<file path="config.mk">
export PLATFORM = sky130hd
export DESIGN_NAME = bgd_readout
export DESIGN_NICKNAME = d
export VERILOG_FILES = /design/src/bgd_pkg.sv /design/src/bgd_readout.sv
export SDC_FILE = /design/constraint.sdc
export NUM_CORES = 1
export LEC_CHECK = 0
export BUFFER_PORTS_ARGS = -buffer_cell sky130_fd_sc_hd__clkbuf_2
export CAP_MARGIN = 0
export CELL_PAD_IN_SITES_DETAIL_PLACEMENT = 1
export CELL_PAD_IN_SITES_GLOBAL_PLACEMENT = 1
export CORE_AREA = 5 5 237 239
export DETAILED_ROUTE_END_ITERATION = 8
export DIE_AREA = 0 0 242 244
export GPL_ROUTABILITY_DRIVEN = 0
export PLACE_DENSITY = 0.82
export SETUP_SLACK_MARGIN = 0.1
export SLEW_MARGIN = 20
export SYNTH_ARGS = -nofsm -noshare
export SYNTH_HDL_FRONTEND = slang
export SYNTH_SLANG_ARGS = --single-unit
</file>
<file path="constraint.sdc">
create_clock -name ref_clk_i -period 8.43 [get_ports ref_clk_i]
set_input_delay 0.843 -clock ref_clk_i [delete_from_list [all_inputs] [get_ports ref_clk_i]]
set_output_delay 0.843 -clock ref_clk_i [all_outputs]
set_load 0.02 [all_outputs]
</file>
<file path="src/bgd_pkg.sv">
// Constants, command codes and carrier types for the gauge data readout.
// Assumes a single 25 MHz clock shared by the command port and gauge logic.
package bgd_pkg;

    // Command codes of the data words
    localparam logic [7:0] CMD_MODE       = 8'h03;
    localparam logic [7:0] CMD_PROBE_RATE = 8'h04;
    localparam logic [7:0] CMD_TTF        = 8'h05;
    localparam logic [7:0] CMD_TTE        = 8'h06;
    localparam logic [7:0] CMD_CAN_SUPPLY = 8'h07;
    localparam logic [7:0] CMD_TEMP       = 8'h08;
    localparam logic [7:0] CMD_VOLTS      = 8'h09;
    localparam logic [7:0] CMD_FLOW_NOW   = 8'h0a;
    localparam logic [7:0] CMD_FLOW_MEAN  = 8'h0b;
    localparam logic [7:0] CMD_MARGIN     = 8'h0c;
    localparam logic [7:0] CMD_PCT_LEARN  = 8'h0d;
    localparam logic [7:0] CMD_PCT_DESIGN = 8'h0e;
    localparam logic [7:0] CMD_LEFT       = 8'h0f;
    localparam logic [7:0] CMD_FULL       = 8'h10;

    // Mode word layout
    localparam int MODE_CAP_BIT = 15;

    // Status error codes
    localparam logic [2:0] ERR_OK          = 3'h0;
    localparam logic [2:0] ERR_NOT_READY   = 3'h1;
    localparam logic [2:0] ERR_UNSUPPORTED = 3'h3;
    localparam logic [2:0] ERR_DENIED      = 3'h4;

    // Word encodings
    localparam logic [15:0] TIME_INVALID = 16'hFFFF;
    localparam logic [15:0] TIME_MAX     = 16'hFFFE;
    localparam logic [15:0] FLAG_TRUE    = 16'h0001;
    localparam logic [15:0] FLAG_FALSE   = 16'h0000;
    localparam logic [15:0] PCT_CAP      = 16'h0064;

    // Error margin values in percent, and the last count of cycles without learning
    localparam logic [6:0] MARGIN_FULL    = 7'h64;
    localparam logic [6:0] MARGIN_LEARNED = 7'h02;
    localparam logic [6:0] MARGIN_CLAMPED = 7'h08;
    localparam logic [6:0] MARGIN_VCORR   = 7'h19;
    localparam logic [6:0] MARGIN_STEP    = 7'h01;
    localparam logic [1:0] CYCLES_LAST    = 2'h3;

    // Arithmetic scales
    localparam logic [23:0] MIN_PER_HOUR = 24'h00_003C;
    localparam logic [23:0] PCT_SCALE    = 24'h00_0064;
    localparam logic [24:0] SUPPLY_SCALE = 25'h000_0168;
    localparam logic [4:0]  DIV_LAST     = 5'h17;
    localparam logic [2:0]  AVG_SHIFT_MAX = 3'h6;
    localparam int          AVG_FRAC     = 6;

    // Timing
    localparam int CLK_KHZ         = 25000;
    localparam int PROBE_SETTLE_MS = 1300;
    localparam int REFRESH_MS      = 20000;
    localparam int PROBE_SETTLE_CYC = PROBE_SETTLE_MS * CLK_KHZ;
    localparam int REFRESH_CYC      = REFRESH_MS * CLK_KHZ;

    typedef struct packed {
        logic        valid;
        logic        write;
        logic [7:0]  code;
        logic [15:0] wdata;
    } bgd_cmd_t;

    typedef struct packed {
        logic        valid;
        logic        ack;
        logic [15:0] data;
    } bgd_rsp_t;

    typedef struct packed {
        logic               sample;
        logic [15:0]        temp_dk;
        logic [15:0]        volt_mv;
        logic signed [15:0] flow_ma;
    } bgd_meas_t;

    typedef struct packed {
        logic        update;
        logic [15:0] left_mah;
        logic [15:0] left_cwh;
        logic [15:0] full_mah;
        logic [15:0] full_cwh;
        logic [15:0] nominal_mah;
        logic [15:0] nominal_cwh;
    } bgd_cap_t;

    typedef struct packed {
        logic full_reset;
        logic learn_done;
        logic learn_clamped;
        logic cycle_inc;
        logic volt_corr;
    } bgd_evt_t;

    typedef enum logic [1:0] {JOB_TTF, JOB_TTE, JOB_RSOC, JOB_ASOC} bgd_job_t;
    typedef enum logic {ST_IDLE, ST_DIV} bgd_fsm_t;

    typedef struct packed {
        bgd_fsm_t           fsm;
        bgd_job_t           job;
        logic [4:0]         step;
        logic [23:0]        quo;
        logic [16:0]        rem;
        logic [15:0]        divisor;
        logic               pass_req;
        logic               pass_clears;
        logic               probe_stale;
        logic [31:0]        settle_cnt;
        logic [31:0]        refresh_cnt;
        logic               cap_mode;
        logic signed [15:0] probe_rate;
        logic [15:0]        ttf;
        logic [15:0]        tte;
        logic               can_supply;
        logic [15:0]        pct_learn;
        logic [15:0]        pct_design;
        logic signed [21:0] avg_acc;
        logic [2:0]         avg_shift;
        logic [6:0]         margin;
        logic [1:0]         cycles_no_learn;
        logic [2:0]         err_code;
        bgd_rsp_t           rsp;
    } bgd_state_t;

endpackage

</file>
<file path="src/bgd_readout.sv">
// Gauge data readout: word registers reached by command code, probe-rate
// predictions, averaged current and error-margin bookkeeping.
// Assumes the command port and all inputs are synchronous to ref_clk_i.
`timescale 1ns/10ps

module bgd_readout #(
    parameter logic [31:0] SETTLE_CYC  = 32'(bgd_pkg::PROBE_SETTLE_CYC),
    parameter logic [31:0] REFRESH_CYC = 32'(bgd_pkg::REFRESH_CYC)
) (
    input  wire logic              ref_clk_i,
    input  wire logic              reset_n_i,
    input  wire bgd_pkg::bgd_cmd_t cmd_i,
    output bgd_pkg::bgd_rsp_t      rsp_o,
    input  wire bgd_pkg::bgd_meas_t meas_i,
    input  wire bgd_pkg::bgd_cap_t cap_i,
    input  wire bgd_pkg::bgd_evt_t evt_i,
    output logic [2:0]             status_error_code_o,
    output logic                   capacity_mode_o
);
    import bgd_pkg::*;

    bgd_state_t         state_reg;
    bgd_state_t         state_next;
    logic [15:0]        left_sel;
    logic [15:0]        full_sel;
    logic [15:0]        nominal_sel;
    logic [15:0]        rate_mag;
    logic [15:0]        to_fill;
    logic               probe_ready;
    logic [16:0]        shifted;
    logic               div_ok;
    logic signed [22:0] avg_diff;
    logic signed [15:0] flow_mean;

    // Unit selection by the mode word
    always_comb begin
        left_sel    = state_reg.cap_mode ? cap_i.left_cwh : cap_i.left_mah;
        full_sel    = state_reg.cap_mode ? cap_i.full_cwh : cap_i.full_mah;
        nominal_sel = state_reg.cap_mode ? cap_i.nominal_cwh : cap_i.nominal_mah;
        rate_mag    = state_reg.probe_rate[15] ? 16'(-state_reg.probe_rate)
                                               : 16'(state_reg.probe_rate);
        to_fill     = (full_sel > left_sel) ? 16'(full_sel - left_sel) : 16'h0000;
        probe_ready = !state_reg.probe_stale && (state_reg.settle_cnt == 32'h0000_0000);
        shifted     = {state_reg.rem[15:0], state_reg.quo[23]};
        div_ok      = state_reg.divisor != 16'h0000;
        flow_mean   = state_reg.avg_acc[AVG_FRAC +: 16];
        avg_diff    = 23'(($signed({{7{meas_i.flow_ma[15]}}, meas_i.flow_ma}) <<< AVG_FRAC))
                      - 23'(state_reg.avg_acc);
    end

    always_comb begin
        state_next = state_reg;
        state_next.rsp.valid = 1'b0;

        // Periodic refresh of the divided words (times, supply flag, percentages)
        if (state_reg.refresh_cnt == 32'h0000_0000) begin
            state_next.refresh_cnt = REFRESH_CYC - 32'h0000_0001;
            state_next.pass_req    = 1'b1;
        end else begin
            state_next.refresh_cnt = state_reg.refresh_cnt - 32'h0000_0001;
        end
        if (state_reg.settle_cnt != 32'h0000_0000) begin
            state_next.settle_cnt = state_reg.settle_cnt - 32'h0000_0001;
        end
        if (cap_i.update) begin
            state_next.pass_req = 1'b1;
        end

        // Division engine, one quotient bit per cycle
        unique case (state_reg.fsm)
            ST_IDLE: begin
                if (state_reg.pass_req) begin
                    state_next.pass_req    = 1'b0;
                    state_next.pass_clears = state_reg.probe_stale;
                    state_next.fsm         = ST_DIV;
                    state_next.job         = JOB_TTF;
                    state_next.step        = 5'h00;
                    state_next.rem         = 17'h0_0000;
                    state_next.quo         = 24'(to_fill) * MIN_PER_HOUR;
                    state_next.divisor     = rate_mag;
                end
            end
            ST_DIV: begin
                if (shifted >= {1'b0, state_reg.divisor}) begin
                    state_next.rem = 17'(shifted - {1'b0, state_reg.divisor});
                    state_next.quo = {state_reg.quo[22:0], 1'b1};
                end else begin
                    state_next.rem = shifted;
                    state_next.quo = {state_reg.quo[22:0], 1'b0};
                end
                state_next.step = state_reg.step + 5'h01;
                if (state_reg.step == DIV_LAST) begin
                    state_next.step = 5'h00;
                    state_next.rem  = 17'h0_0000;
                    unique case (state_reg.job)
                        JOB_TTF: begin
                            // Meaningful only while a charge rate is probed
                            if (state_next.quo > 24'(TIME_MAX)) begin
                                state_next.ttf = TIME_MAX;
                            end else begin
                                state_next.ttf = state_next.quo[15:0];
                            end
                            if (!div_ok || state_reg.probe_rate[15]) begin
                                state_next.ttf = TIME_INVALID;
                            end
                            state_next.job     = JOB_TTE;
                            state_next.quo     = 24'(left_sel) * MIN_PER_HOUR;
                            state_next.divisor = rate_mag;
                        end
                        JOB_TTE: begin
                            if (state_next.quo > 24'(TIME_MAX)) begin
                                state_next.tte = TIME_MAX;
                            end else begin
                                state_next.tte = state_next.quo[15:0];
                            end
                            if (!div_ok || !state_reg.probe_rate[15]) begin
                                state_next.tte = TIME_INVALID;
                            end
                            // Ten seconds of extra load against charge left
                            state_next.can_supply = !state_reg.probe_rate[15] ||
                                (25'(left_sel) * SUPPLY_SCALE >= 25'(rate_mag));
                            state_next.job     = JOB_RSOC;
                            state_next.quo     = 24'(left_sel) * PCT_SCALE;
                            state_next.divisor = full_sel;
                        end
                        JOB_RSOC: begin
                            if (!div_ok) begin
                                state_next.pct_learn = 16'h0000;
                            end else if (state_next.quo > 24'(PCT_CAP)) begin
                                state_next.pct_learn = PCT_CAP;
                            end else begin
                                state_next.pct_learn = state_next.quo[15:0];
                            end
                            state_next.job     = JOB_ASOC;
                            state_next.quo     = 24'(left_sel) * PCT_SCALE;
                            state_next.divisor = nominal_sel;
                        end
                        JOB_ASOC: begin
                            if (!div_ok) begin
                                state_next.pct_design = 16'h0000;
                            end else if (state_next.quo > 24'(TIME_MAX)) begin
                                state_next.pct_design = TIME_MAX;
                            end else begin
                                state_next.pct_design = state_next.quo[15:0];
                            end
                            state_next.fsm = ST_IDLE;
                            if (state_reg.pass_clears) begin
                                state_next.probe_stale = 1'b0;
                            end
                        end
                    endcase
                end
            end
        endcase

        // Rolling current mean with a widening window during warm-up
        if (meas_i.sample) begin
            state_next.avg_acc = 22'(state_reg.avg_acc + 22'(avg_diff >>> state_reg.avg_shift));
            if (state_reg.avg_shift != AVG_SHIFT_MAX) begin
                state_next.avg_shift = state_reg.avg_shift + 3'h1;
            end
        end

        // Error margin bookkeeping, strongest event first
        if (evt_i.full_reset) begin
            state_next.margin          = MARGIN_FULL;
            state_next.cycles_no_learn = 2'h0;
        end else if (evt_i.volt_corr) begin
            state_next.margin = MARGIN_VCORR;
        end else if (evt_i.learn_done) begin
            state_next.cycles_no_learn = 2'h0;
            if (!evt_i.learn_clamped) begin
                state_next.margin = MARGIN_LEARNED;
            end else if (state_reg.margin >= MARGIN_CLAMPED) begin
                state_next.margin = MARGIN_CLAMPED;
            end
        end else if (evt_i.cycle_inc) begin
            state_next.cycles_no_learn = state_reg.cycles_no_learn + 2'h1;
            if (state_reg.cycles_no_learn == CYCLES_LAST &&
                state_reg.margin < MARGIN_FULL) begin
                state_next.margin = state_reg.margin + MARGIN_STEP;
            end
        end

        // Command port
        if (cmd_i.valid) begin
            state_next.rsp.valid = 1'b1;
            state_next.rsp.ack   = 1'b1;
            state_next.rsp.data  = 16'h0000;
            state_next.err_code  = ERR_OK;
            if (cmd_i.write) begin
                unique case (cmd_i.code)
                    CMD_MODE: begin
                        state_next.cap_mode = cmd_i.wdata[MODE_CAP_BIT];
                        state_next.pass_req = 1'b1;
                    end
                    CMD_PROBE_RATE: begin
                        state_next.probe_rate  = $signed(cmd_i.wdata);
                        state_next.probe_stale = 1'b1;
                        state_next.pass_clears = 1'b0;
                        state_next.pass_req    = 1'b1;
                        state_next.settle_cnt  = SETTLE_CYC;
                    end
                    default: begin
                        state_next.rsp.ack  = 1'b0;
                        state_next.err_code = ERR_DENIED;
                    end
                endcase
            end else begin
                unique case (cmd_i.code)
                    CMD_MODE:       state_next.rsp.data = {state_reg.cap_mode, 15'h0000};
                    CMD_PROBE_RATE: state_next.rsp.data = state_reg.probe_rate;
                    CMD_TTF:        state_next.rsp.data = state_reg.ttf;
                    CMD_TTE:        state_next.rsp.data = state_reg.tte;
                    CMD_CAN_SUPPLY: state_next.rsp.data = state_reg.can_supply ? FLAG_TRUE
                                                                               : FLAG_FALSE;
                    CMD_TEMP:       state_next.rsp.data = meas_i.temp_dk;
                    CMD_VOLTS:      state_next.rsp.data = meas_i.volt_mv;
                    CMD_FLOW_NOW:   state_next.rsp.data = meas_i.flow_ma;
                    CMD_FLOW_MEAN:  state_next.rsp.data = flow_mean;
                    CMD_MARGIN:     state_next.rsp.data = {9'h000, state_reg.margin};
                    CMD_PCT_LEARN:  state_next.rsp.data = state_reg.pct_learn;
                    CMD_PCT_DESIGN: state_next.rsp.data = state_reg.pct_design;
                    CMD_LEFT:       state_next.rsp.data = left_sel;
                    CMD_FULL:       state_next.rsp.data = full_sel;
                    default: begin
                        state_next.rsp.ack  = 1'b0;
                        state_next.err_code = ERR_UNSUPPORTED;
                    end
                endcase
                if ((cmd_i.code == CMD_TTF || cmd_i.code == CMD_TTE ||
                     cmd_i.code == CMD_CAN_SUPPLY) && !probe_ready) begin
                    state_next.rsp.ack  = 1'b0;
                    state_next.rsp.data = 16'h0000;
                    state_next.err_code = ERR_NOT_READY;
                end
            end
        end
    end

    always_ff @(posedge ref_clk_i) begin
        if (!reset_n_i) begin
            state_reg             <= '0;
            state_reg.fsm         <= ST_IDLE;
            state_reg.job         <= JOB_TTF;
            state_reg.pass_req    <= 1'b1;
            state_reg.refresh_cnt <= REFRESH_CYC - 32'h0000_0001;
            state_reg.ttf         <= TIME_INVALID;
            state_reg.tte         <= TIME_INVALID;
            state_reg.can_supply  <= 1'b1;
            state_reg.margin      <= MARGIN_FULL;
            state_reg.err_code    <= ERR_OK;
        end else begin
            state_reg <= state_next;
        end
    end

    assign rsp_o               = state_reg.rsp;
    assign status_error_code_o = state_reg.err_code;
    assign capacity_mode_o     = state_reg.cap_mode;

endmodule

</file>
# Yosys cells after proc, flatten, opt, wreduce, memory -nomap -nowiden
# Index checks and enable logic that the tools add are counted.
# Widths: inputs -> output; s select.
# totals
register_bits,268
inputBits,179
# op_classes
n_addsub,11
mul,4
order_cmp,7
n_eq_ne,25
n_shift,1
n_mux,50
bitwise,3
n_reduce_logical,38
# ops
op,count
$pmux 16 s14,1
$mux 16,12
$pmux 65 s2,1
$mux 35,2
$mux 67,1
$mux 65,1
$eq 8x4->1 const B,8
$logic_not 32->1,2
$sub 32x1->32 const B,2
$pmux 16 s3,1
$pmux 24 s2,1
$mux 41,1
$mul 16x4->20 const B,2
$mux 18,2
$mux 34,1
$eq 8x3->1 const B,4
$mux 32,1
$reduce_bool 32->1,1
$mux 7,4
$reduce_and 3->1,9
$ge 25x16->1,1
$gt 24x16->1 const B,1
$gt 24x7->1 const B,1
$sshr 23x3->22,1
other kinds (44),78

# Logic depth before layout (Yosys ltp)
# Gate-level depths: netlist (run 1).
# depth
depth_word,9
depth_mapped,30
mapped_depth_nobuf,27

# Least setup slack after synthesis (run 1)
# No wires, ideal clock.
# synth_path
kind,reg2reg
startpoint,register state_reg (netlist bit capacity_mode_o)
endpoint,register state_reg[257] in the netlist's numbering
setup_ns,0.120
arrival_ns,7.263
required_time_ns,8.310
path_slack_ns,1.048
path_stages_with_launch,31
n_path_buf,4
cell_sequence,dfxtp_1 clkbuf_1 clkbuf_1 buf_1 mux2_2 ha_1 fa_1 nor2b_1 o21ai_1 a21boi_1 o21ai_0 a21oi_1 a211oi_1 nor2_1 buf_2 and2_1 inv_1 fa_1 fa_1 inv_1 fa_1 a21o_1 a21oi_1 o21bai_1 a21o_1 a31o_2 a21o_1 nand3_1 a21boi_0 mux2i_1 o31a_1
# synth_via
elab_chain_len,6
word_cells_on_any_way,12
cone_classes,add/sub: 1; mul: 3; order compare: 1; mux: 7
# synth_rtl
element,line,text
start: declaration,bgd_readout.sv:22,bgd_state_t state_reg;
start signal: assignment,bgd_readout.sv:254,state_reg <= state_next;
$mux 16 (on tied branches),"bgd_readout.sv:38, bgd_readout.sv:37",
$sub 16x16->16 or $gt 16x16->1 (tied branches),bgd_readout.sv:42,to_fill = (full_sel > left_sel) ? 16'(full_sel - left_sel) : 16'h0000;
$mux 16,bgd_readout.sv:42,
$mul 16x4->20,bgd_readout.sv:79,state_next.quo = 24'(to_fill) * MIN_PER_HOUR;
$mux 67,bgd_readout.sv:72,if (state_reg.pass_req) begin
$pmux 65 s2 *,bgd_readout.sv:70,unique case (state_reg.fsm)
# Every way passes the cells marked *; elsewhere a longest branch is shown, timed or not. The select of a mux whose other input is x is not followed.
# A chain may end at the register's enable or synchronous reset.

# Worst setup path after layout (run 1)
# layout_path
startpoint,register state_reg (netlist bit capacity_mode_o)
endpoint,register state_reg[258] in the netlist's numbering
# The elaborated chain is that of the path after synthesis.

==> run summary, run 1 <==
post-synth top area cell = dfxtp_1
Die Area = 59,000 µm²
crit path from = capacity_mode_o$_SDFFE_PN0P_
Largest register FFs = 213
clk slew on worst S/H paths = 0.07 ns
synth unique cells = 99
crit path kind = register to register
vias per inst = 6.12
status = completed
Worst R2R Start = capacity_mode_o$_SDFFE_PN0P_
Clock Tree Root = clkbuf_16
Die Span X = 242 µm
CP endpoint kind = register
drt pass-1 iters = 5
total wire length = 87.8 mm
Final #Nets = 3,554
CP Data Required Time = 8.90 ns
# port buffers = 200
Worst-Skew Late Latency = 0.54 ns
Post-Syn Area per Cell = 8.21 µm²
GRT Residual Overflow = 0
DR WL/cell = 23.3 µm
Setup Skew = 0.0307 ns
Initial Util = 44.8%
final setup fails = 0
largest net degree at the start of global routing = 55
num ports = 201
slew margin rel. = 26.3%
CP arrival = 8.05 ns
Worst Tran Pin Value = 1.10 ns
share of the synthesized area in the top cell type = 22.4%
Via Count = 23.1k
R2R Path End = state_reg[258]$_SDFFE_PN0P_
CTS Buffer Depth = 3
Highest Clock Rate = 132 MHz
final hold vios = 0
Post-DP Area = 25,500 µm²
post_cts resized = 0
Total Neg Setup Slack = 0 ns
HPWL after detailed placement = 69.4 mm
#FFs+latches synth = 268
num rows = 85
Setup Buffers After CTS = 0
static leakage = 11.7 nW
WHS Endpoint = state_reg[137]$_SDFF_PP1_
Max-Cap Viols = 0
Critical Path Start Type = register
CP Max Fanout = 24
cts bufs inserted = 34
GRT Total Usage = 28.5%
worst IR drop on VDD = 0.131 mV
htree depth = 2
proportion of layout cells with a drive suffix above 1 = 12.1%
core area = 53,600 µm²
most common cell after layout, fill and taps aside = dfxtp_1
Clock Sinks = 268
synthesis-to-layout area growth = 10.7%
Hold Buf Count CTS = 0
Post-synth ARST share = 0%
Cell Area, Synth = 24,000 µm²
initial drt markers = 1,946
RSZ-0062 raised after global routing = false
Period minus WS final = 7.59 ns
top_reg_cell synth = dfxtp_1
drc violations = 0
R2R setup slack = 0.84 ns
cell area after layout = 26,600 µm²
period utilisation layout = 90.0%
min-delay worst type = register to register
die height = 244 µm
initial antenna violation count = 2
antenna-violating nets left = 0
Syn Nets = 3,427
pwr dens = 270 nW/µm²
Worst Hold Depth = 1
top post-synthesis cells by area = dfxtp_1 22%, ha_1 12%, fa_1 7.3%
Mapped Cells = 2,922
R2R cell count = 27
synth warn = 0
final slew viol count = 0
most frequent cells in the layout = 267 x dfxtp_1, 261 x nor2_1, 251 x inv_1, 238 x nand2_1, 238 x ha_1
sequential-to-total area share from yosys stat = 22.4%
number of global-route vias before repair = 24.6k
EDFF count, synth = 0
worst min-delay path startpoint = state_reg[137]$_SDFF_PP1_
CTS tree = done
first-pass GRT wire length = 137 mm
worst max-delay path by stage:
stage,end,slack (ns),cells past startpoint
detailed placement,state_reg[258]$_SDFFE_PN0P_,0.71,27
CTS,state_reg[258]$_SDFFE_PN0P_,0.88,26
global route,state_reg[258]$_SDFFE_PN0P_,0.37,26
floorplan,state_reg[257]$_SDFFE_PN0P_,1.05,30
finish,state_reg[258]$_SDFFE_PN0P_,0.84,27
global placement,state_reg[258]$_SDFFE_PN0P_,1.06,27
kinds of logic after synthesis:
logic type               synth area share [%]
multiplexers                             6.46
AO/OA/AOI/OAI                            20.1
buffers and inverters                    6.62
AND/OR/NAND/NOR                          17.6
XOR/XNOR                                 6.84
flip-flops                               22.4
adder cells (fa/ha/maj)                  20.0
report_power, final:
part | internal, mW | switching (mW) | leakage [nW] | total, mW
Sequential | 1.43 | 0.214 | 2.18 | 1.65
Clock | 0.851 | 0.592 | 0.528 | 1.44
Combinational | 1.72 | 2.37 | 8.95 | 4.09
Total | 4.01 | 3.18 | 11.7 | 7.18
synth_stat cells, types with 8 or more instances:
master	count
buf_2	8
a222oi_1	9
mux2_2	51
fa_1	88
xor2_1	65
a211oi_1	45
a221o_1	14
buf_1	10
clkbuf_1	98
a21boi_0	12
o21ai_1	12
nand2_1	238
and2_1	12
a31oi_1	28
nor3_1	71
or4_1	11
o41ai_1	8
nand3_1	48
o22ai_1	8
or3_1	23
nand2b_1	28
nor4_1	33
o31ai_1	13
a22oi_1	45
a21o_1	56
o22a_1	29
xnor2_1	116
nor2b_1	31
inv_1	252
nand4_1	26
o21a_1	12
and3_1	29
nand3b_1	15
mux2i_1	93
nor2_1	263
dfxtp_1	268
o221ai_1	18
buf_4	21
a21oi_1	171
o211ai_1	11
a221oi_1	21
ha_1	238
o21ai_0	137
o21bai_1	12
worst max-delay path: stages, from the launching register on:
cell and delay [ns]:
dfxtp_2 0.66, buf_12 0.26, mux2i_1 0.63, inv_1 0.11
ha_1 0.37, nor2b_1 0.15, o21ai_1 0.09, a21boi_1 0.22
o21ai_0 0.14, a21oi_1 0.41, a211oi_1 0.24, nor2_1 0.43
and2_1 0.27, inv_1 0.11, fa_1 0.53, fa_1 0.50
inv_1 0.06, ha_1 0.26, a21o_1 0.17, a21oi_1 0.26
o21bai_1 0.12, a2111o_1 0.46, nand3_1 0.13, a21oi_1 0.08
o41ai_1 0.34, mux2i_1 0.23, nand2_1 0.06, a31oi_1 0.20
per-layer routing:
layer,up-vias,global-route usage [%],wire length (µm)
met5,-,0,0
met4,0,11.6,4150
met3,218,5.56,6670
met2,842,48.8,41000
met1,11400,35.2,36000
li1,10600,-,-
final cells by class:
type	count	area [µm²]
sequential	268	5370
antenna	2	5.00
fill	6496	27000
timing repair buffer	231	1250
inverter	255	960
tap	696	871
clock buffer	54	1010
clock inverter	7	67.6
multi-input combinational	2259	17100
through the flow:
stage                     hold slack [ns]  power (mW)  std cells  utilization (%)  setup WS, ns
after floorplan                     0.379        4.66       2922                -          1.05
after global placement              0.390        5.41       3709             47.6          1.06
after detailed placement            0.427        5.67       3709             47.6         0.711
after CTS                           0.438        7.15       3770             49.6         0.883
after global routing                0.462        7.68       3772             49.6         0.368
final                               0.435        7.18       3772             49.6         0.843
(Power assumes the default switching activity.)
==> run 2: changes to the inputs <==
CORE_AREA = 2 2 234 236   (was 5 5 237 239)
DIE_AREA = 0 0 236 238   (was 0 0 242 244)
==> run 2 against run 1 <==
Clock power is 3% lower. Critical endpoint unchanged. Critical path depth up 2. Utilization is essentially flat. Sequential share of layout area about the same. Via count increased by 0.47%. Cell count barely moved. Sequential cell count unchanged. Count of clock-buffer cells in the layout is 9 lower. Fmax is 0.26% lower. Total power is 1.1% lower.
==> run summary, run 2 (synthesized netlist as in run 1, its figures left out) <==
min-delay worst type = register to register (unchanged)
Setup Skew = 0.0134 ns (was 0.0307 ns)
synthesis-to-layout area growth = 10.6% (was 10.7%)
Clock Tree Root = clkbuf_16 (unchanged)
drt pass-1 iters = 5 (unchanged)
Total Neg Setup Slack = 0 ns (unchanged)
fin util = 49.6% (about the same)
GRT Total Usage = 30.5% (was 28.5%)
number of global-route vias before repair = 24.4k (was 24.6k)
final hold vios = 0 (unchanged)
Post-DP Area = 25,500 µm² (about the same)
CP Max Fanout = 22 (was 24)
static leakage = 11.6 nW (was 11.7 nW)
most common cell after layout, fill and taps aside = dfxtp_1 (unchanged)
num ports = 201 (unchanged)
CTS Buffer Depth = 3 (unchanged)
slowest CP cell = a211oi_1 (was dfxtp_2)
Max-Cap Viols = 0 (unchanged)
drc violations = 0 (unchanged)
cts bufs inserted = 31 (was 34)
vias per inst = 6.16 (was 6.12)
Die Area = 56,200 µm² (was 59,000 µm²)
most frequent cells in the layout = 267 x dfxtp_1, 262 x nor2_1, 251 x inv_1, 238 x nand2_1, 238 x ha_1 (was 267 x dfxtp_1, 261 x nor2_1, 251 x inv_1, 238 x nand2_1, 238 x ha_1)
DR WL/cell = 23.2 µm (was 23.3 µm)
Post-Layout Cell Count = 3,769 (was 3,772)
pre-CTS setup slack = 0.805 ns (was 0.711 ns)
# port buffers = 200 (unchanged)
Via Count = 23.2k (was 23.1k)
post_cts resized = 0 (unchanged)
CP Data Required Time = 8.94 ns (was 8.90 ns)
pwr dens = 268 nW/µm² (was 270 nW/µm²)
largest stage delay on the critical path = 0.68 ns (was 0.66 ns)
Largest register FFs = 213 (unchanged)
Worst Tran Pin Value = 1.14 ns (was 1.10 ns)
crit path kind = register to register (unchanged)
num rows = 85 (unchanged)
largest net degree at the start of global routing = 58 (was 55)
Hold Buf Count CTS = 0 (unchanged)
Die Span X = 236 µm (was 242 µm)
htree depth = 1 (was 2)
die height = 238 µm (was 244 µm)
clk slew on worst S/H paths = 0.06 ns (was 0.07 ns)
final setup fails = 0 (unchanged)
total power = 7.11 mW (was 7.18 mW)
status = completed (unchanged)
FILL cells = 6,455 (was 6,496)
slew margin rel. = 23.6% (was 26.3%)
hold_ws = 0.415 ns (was 0.435 ns)
Period minus WS final = 7.61 ns (was 7.59 ns)
RSZ-0062 raised after global routing = false (unchanged)
core area = 53,500 µm² (was 53,600 µm²)
Setup Buffers After CTS = 0 (unchanged)
HPWL after detailed placement = 69.5 mm (was 69.4 mm)
proportion of layout cells with a drive suffix above 1 = 12.2% (was 12.1%)
cell area after layout = 26,500 µm² (was 26,600 µm²)
first-pass GRT wire length = 137 mm (about the same)
initial drt markers = 1,852 (was 1,946)
Worst-Skew Late Latency = 0.60 ns (was 0.54 ns)
Highest Clock Rate = 131 MHz (was 132 MHz)
Initial Util = 44.9% (was 44.8%)
Critical Path Start Type = register (unchanged)
initial antenna violation count = 2 (unchanged)
Clock Sinks = 268 (unchanged)
total wire length = 87.3 mm (was 87.8 mm)
antenna-violating nets left = 0 (unchanged)
final slew viol count = 0 (unchanged)
period utilisation layout = 90.2% (was 90.0%)
worst IR drop on VDD = 0.138 mV (was 0.131 mV)
CTS tree = done (unchanged)
Placed Cells = 3,710 (was 3,709)
CP endpoint kind = register (unchanged)
final worst setup slack = 0.823 ns (was 0.843 ns)
CP arrival = 8.11 ns (was 8.05 ns)
Final #Nets = 3,552 (was 3,554)
GRT Residual Overflow = 0 (unchanged)
==> run 2: cell count changes in the layout (fill, tap and decap cells not counted), moves of 2 or more <==
cell / change
clkbuf_1: -4
clkbuf_16: -4
bufinv_16: +2
clkinv_4: +2
==> run 2: path summary, 6_finish.rpt <==
| check | startpoint | endpoint | slack [ns] | depth (start not counted) |
|---|---|---|---|---|
| max reg2reg | capacity_mode_o$_SDFFE_PN0P_ | state_reg[258]$_SDFFE_PN0P_ | 0.82 | 29 |
| max | capacity_mode_o$_SDFFE_PN0P_ | state_reg[258]$_SDFFE_PN0P_ | 0.82 | 29 |
| min reg2reg | state_reg[137]$_SDFF_PP1_ | state_reg[137]$_SDFF_PP1_ | 0.41 | 1 |
| min | state_reg[137]$_SDFF_PP1_ | state_reg[137]$_SDFF_PP1_ | 0.41 | 1 |
==> run 2: final cells by class <==
class / count / area (µm²) / share of cell area (%)
Multi-Input combinational cell: 2259 / 17100 / 64.3
Sequential cell: 268 / 5370 / 20.2
Timing Repair Buffer: 232 / 1240 / 4.67
Inverter: 255 / 960 / 3.62
Clock buffer: 45 / 878 / 3.31
Tap cell: 696 / 871 / 3.28
Clock inverter: 12 / 161 / 0.608
Antenna cell: 2 / 5.00 / 0.0189
==> run 2: power by group <==
| group | total, mW | internal [mW] | switching, mW |
|---|---|---|---|
| Clock | 1.40 | 0.817 | 0.582 |
| Sequential | 1.64 | 1.43 | 0.209 |
| Combinational | 4.07 | 1.72 | 2.35 |
==> run 2: worst max-delay path: cells and delay by family (launching register included) <==
kind            cells  cell delay (ns)
buf+inv             5             0.92
mux                 2             0.66
compound gates     12             3.10
flops               1             0.56
fa+ha+maj           5             1.65
simple gates        5             0.60
==> run 2: per-layer routing <==
metal / share of wire [%] / routed length (µm) / track usage (%) / vias to the layer above
met5: 0 / 0 / 0 / -
met4: 4.5 / 3940 / 12.4 / 0
met3: 7.7 / 6720 / 4.53 / 214
met2: 46 / 40100 / 51.4 / 910
met1: 42 / 36600 / 39.2 / 11400
li1: - / - / - / 10600
==> run 3: changes to the inputs <==
RECOVER_POWER = 100   (was default)
==> run 3 against run 2 <==
The flow now finishes with violations (max-capacitance violations, max-slew violations). Global-route usage did not move. Sequential share of layout area barely moved. Worst setup slack got worse by 0.090 ns. Utilization shrank 0.11 points. Total power about the same. Clock skew down 0.0011 ns. Combinational power hardly changed. Register-to-register slack got worse by 0.09 ns. Non-clock buffer count is the same. Sequential cell count did not move. Cell count stayed put. Wire length barely moved.
==> run summary, run 3 (synthesized netlist as in run 1, its figures left out) <==
status = complete, but fails checks (was completed)
failing checks = max-capacitance violations, max-slew violations
core area = 53,500 µm² (unchanged)
initial drt markers = 1,852 (unchanged)
largest stage delay on the critical path = 0.69 ns (was 0.68 ns)
Setup Buffers After CTS = 0 (unchanged)
Max-Cap Viols = 3 (was 0)
drt pass-1 iters = 6 (was 5)
Largest register FFs = 213 (unchanged)
# port buffers = 200 (unchanged)
RSZ-0062 raised after global routing = false (unchanged)
met2 Use GR = 51.4% (unchanged)
cts bufs inserted = 31 (unchanged)
Worst R2R Start = capacity_mode_o$_SDFFE_PN0P_ (unchanged)
R2R cell count = 29 (unchanged)
GRT Total Usage = 30.5% (unchanged)
DR WL/cell = 23.2 µm (about the same)
final setup fails = 0 (unchanged)
number of global-route vias before repair = 24.4k (unchanged)
CP Max Fanout = 22 (unchanged)
fin util = 49.5% (was 49.6%)
grt peak-use layer = met2 (unchanged)
crit path kind = register to register (unchanged)
drc violations = 0 (unchanged)
HPWL after detailed placement = 69.5 mm (unchanged)
slew margin rel. = -108% (was 23.6%)
Initial Util = 44.9% (unchanged)
htree depth = 1 (unchanged)
Worst Hold Depth = 1 (unchanged)
worst min-delay path startpoint = state_reg[137]$_SDFF_PP1_ (unchanged)
antenna-violating nets left = 0 (unchanged)
Die Span X = 236 µm (unchanged)
CP Data Required Time = 8.90 ns (was 8.94 ns)
GRT Residual Overflow = 0 (unchanged)
post_cts resized = 0 (unchanged)
Post-Layout Cell Count = 3,769 (unchanged)
period utilisation layout = 91.3% (was 90.2%)
most frequent cells in the layout = 267 x dfxtp_1, 263 x nor2_1, 251 x inv_1, 239 x nand2_1, 238 x ha_1 (was 267 x dfxtp_1, 262 x nor2_1, 251 x inv_1, 238 x nand2_1, 238 x ha_1)
Final #Nets = 3,552 (unchanged)
Setup Skew = 0.0123 ns (was 0.0134 ns)
synthesis-to-layout area growth = 10.3% (was 10.6%)
pwr dens = 269 nW/µm² (was 268 nW/µm²)
Highest Clock Rate = 130 MHz (was 131 MHz)
proportion of layout cells with a drive suffix above 1 = 11.2% (was 12.2%)
R2R Path End = state_reg[258]$_SDFFE_PN0P_ (unchanged)
num ports = 201 (unchanged)
min-delay worst type = register to register (unchanged)
Via Count = 23.3k (was 23.2k)
CTS Buffer Depth = 3 (unchanged)
R2R setup slack = 0.73 ns (was 0.82 ns)
Total Neg Setup Slack = 0 ns (unchanged)
Period minus WS final = 7.70 ns (was 7.61 ns)
Clock Sinks = 268 (unchanged)
initial antenna violation count = 2 (unchanged)
hold_ws = 0.415 ns (about the same)
Die Area = 56,200 µm² (unchanged)
worst IR drop on VDD = 0.138 mV (about the same)
FILL cells = 6,472 (was 6,455)
WHS Endpoint = state_reg[137]$_SDFF_PP1_ (unchanged)
final slew viol count = 141 (was 0)
clk slew on worst S/H paths = 0.06 ns (about the same)
total wire length = 87.4 mm (was 87.3 mm)
CTS tree = done (unchanged)
Placed Cells = 3,710 (unchanged)
Critical Path Start Type = register (unchanged)
Hold Buf Count CTS = 0 (unchanged)
total power = 7.11 mW (about the same)
die height = 238 µm (unchanged)
slowest CP cell = a211oi_1 (unchanged)
final hold vios = 0 (unchanged)
met1 Use GR = 39.2% (unchanged)
first-pass GRT wire length = 137 mm (unchanged)
Clock Tree Root = clkbuf_16 (unchanged)
largest net degree at the start of global routing = 58 (unchanged)
CP endpoint kind = register (unchanged)
vias per inst = 6.18 (was 6.16)
Worst Tran Pin Value = 3.11 ns (was 1.14 ns)
Worst-Skew Late Latency = 0.60 ns (about the same)
M3 GR Usage = 4.53% (unchanged)
num rows = 85 (unchanged)
static leakage = 11.5 nW (was 11.6 nW)
CP arrival = 8.17 ns (was 8.11 ns)
most common cell after layout, fill and taps aside = dfxtp_1 (unchanged)
[run 3: layout make-up]
| cell class | count | area (µm²) | share of cell area [%] |
|---|---|---|---|
| Inverter | 255 | 958 | 3.62 |
| Clock inverter | 12 | 161 | 0.610 |
| Timing Repair Buffer | 232 | 1190 | 4.48 |
| Clock buffer | 45 | 878 | 3.32 |
| Antenna cell | 2 | 5.00 | 0.0189 |
| Multi-Input combinational cell | 2259 | 17000 | 64.4 |
| Tap cell | 696 | 871 | 3.29 |
| Sequential cell | 268 | 5370 | 20.3 |
[run 3: critical path: cells and delay by family (launching register included)]
family | cells | cell delay [ns]
fa+ha+maj | 5 | 1.65
buf+inv | 5 | 0.94
flops | 1 | 0.57
compound gates | 12 | 3.14
mux | 2 | 0.67
simple gates | 5 | 0.59
[run 3: where the power goes]
part / total (mW) / internal [mW] / switching [mW]
clock: 1.40 / 0.817 / 0.582
sequential: 1.64 / 1.43 / 0.210
combinational: 4.07 / 1.72 / 2.35
[run 3: worst max path at each step]
| stage | from | endpoint | slack, ns | depth (start not counted) |
|---|---|---|---|---|
| 2_1_floorplan | capacity_mode_o$_SDFFE_PN0P_ | state_reg[257]$_SDFFE_PN0P_ | 1.05 | 30 |
| 3_3_place_gp | cap_i[65] | state_reg[258]$_SDFFE_PN0P_ | 1.16 | 28 |
| 3_5_place_dp | cap_i[65] | state_reg[257]$_SDFFE_PN0P_ | 0.80 | 28 |
| 4_1_cts | capacity_mode_o$_SDFFE_PN0P_ | state_reg[258]$_SDFFE_PN0P_ | 0.89 | 29 |
| 5_1_grt | capacity_mode_o$_SDFFE_PN0P_ | state_reg[258]$_SDFFE_PN0P_ | 0.21 | 29 |
| 6_report | capacity_mode_o$_SDFFE_PN0P_ | state_reg[258]$_SDFFE_PN0P_ | 0.73 | 29 |
[run 3: routing by layer]
metal | vias to the layer above | wire length (µm)
met5 | - | 0
met4 | 0 | 4050
met3 | 237 | 6470
met2 | 912 | 40000
met1 | 11500 | 36900
li1 | 10600 | -
[run 3: metrics by stage]
step / cell area [µm²] / setup slack, ns
finish: 26500 / 0.733
global route: 26500 / 0.209
CTS: 26500 / 0.893
detailed placement: 25500 / 0.805
global placement: 25500 / 1.16
floorplan: 24000 / 1.05
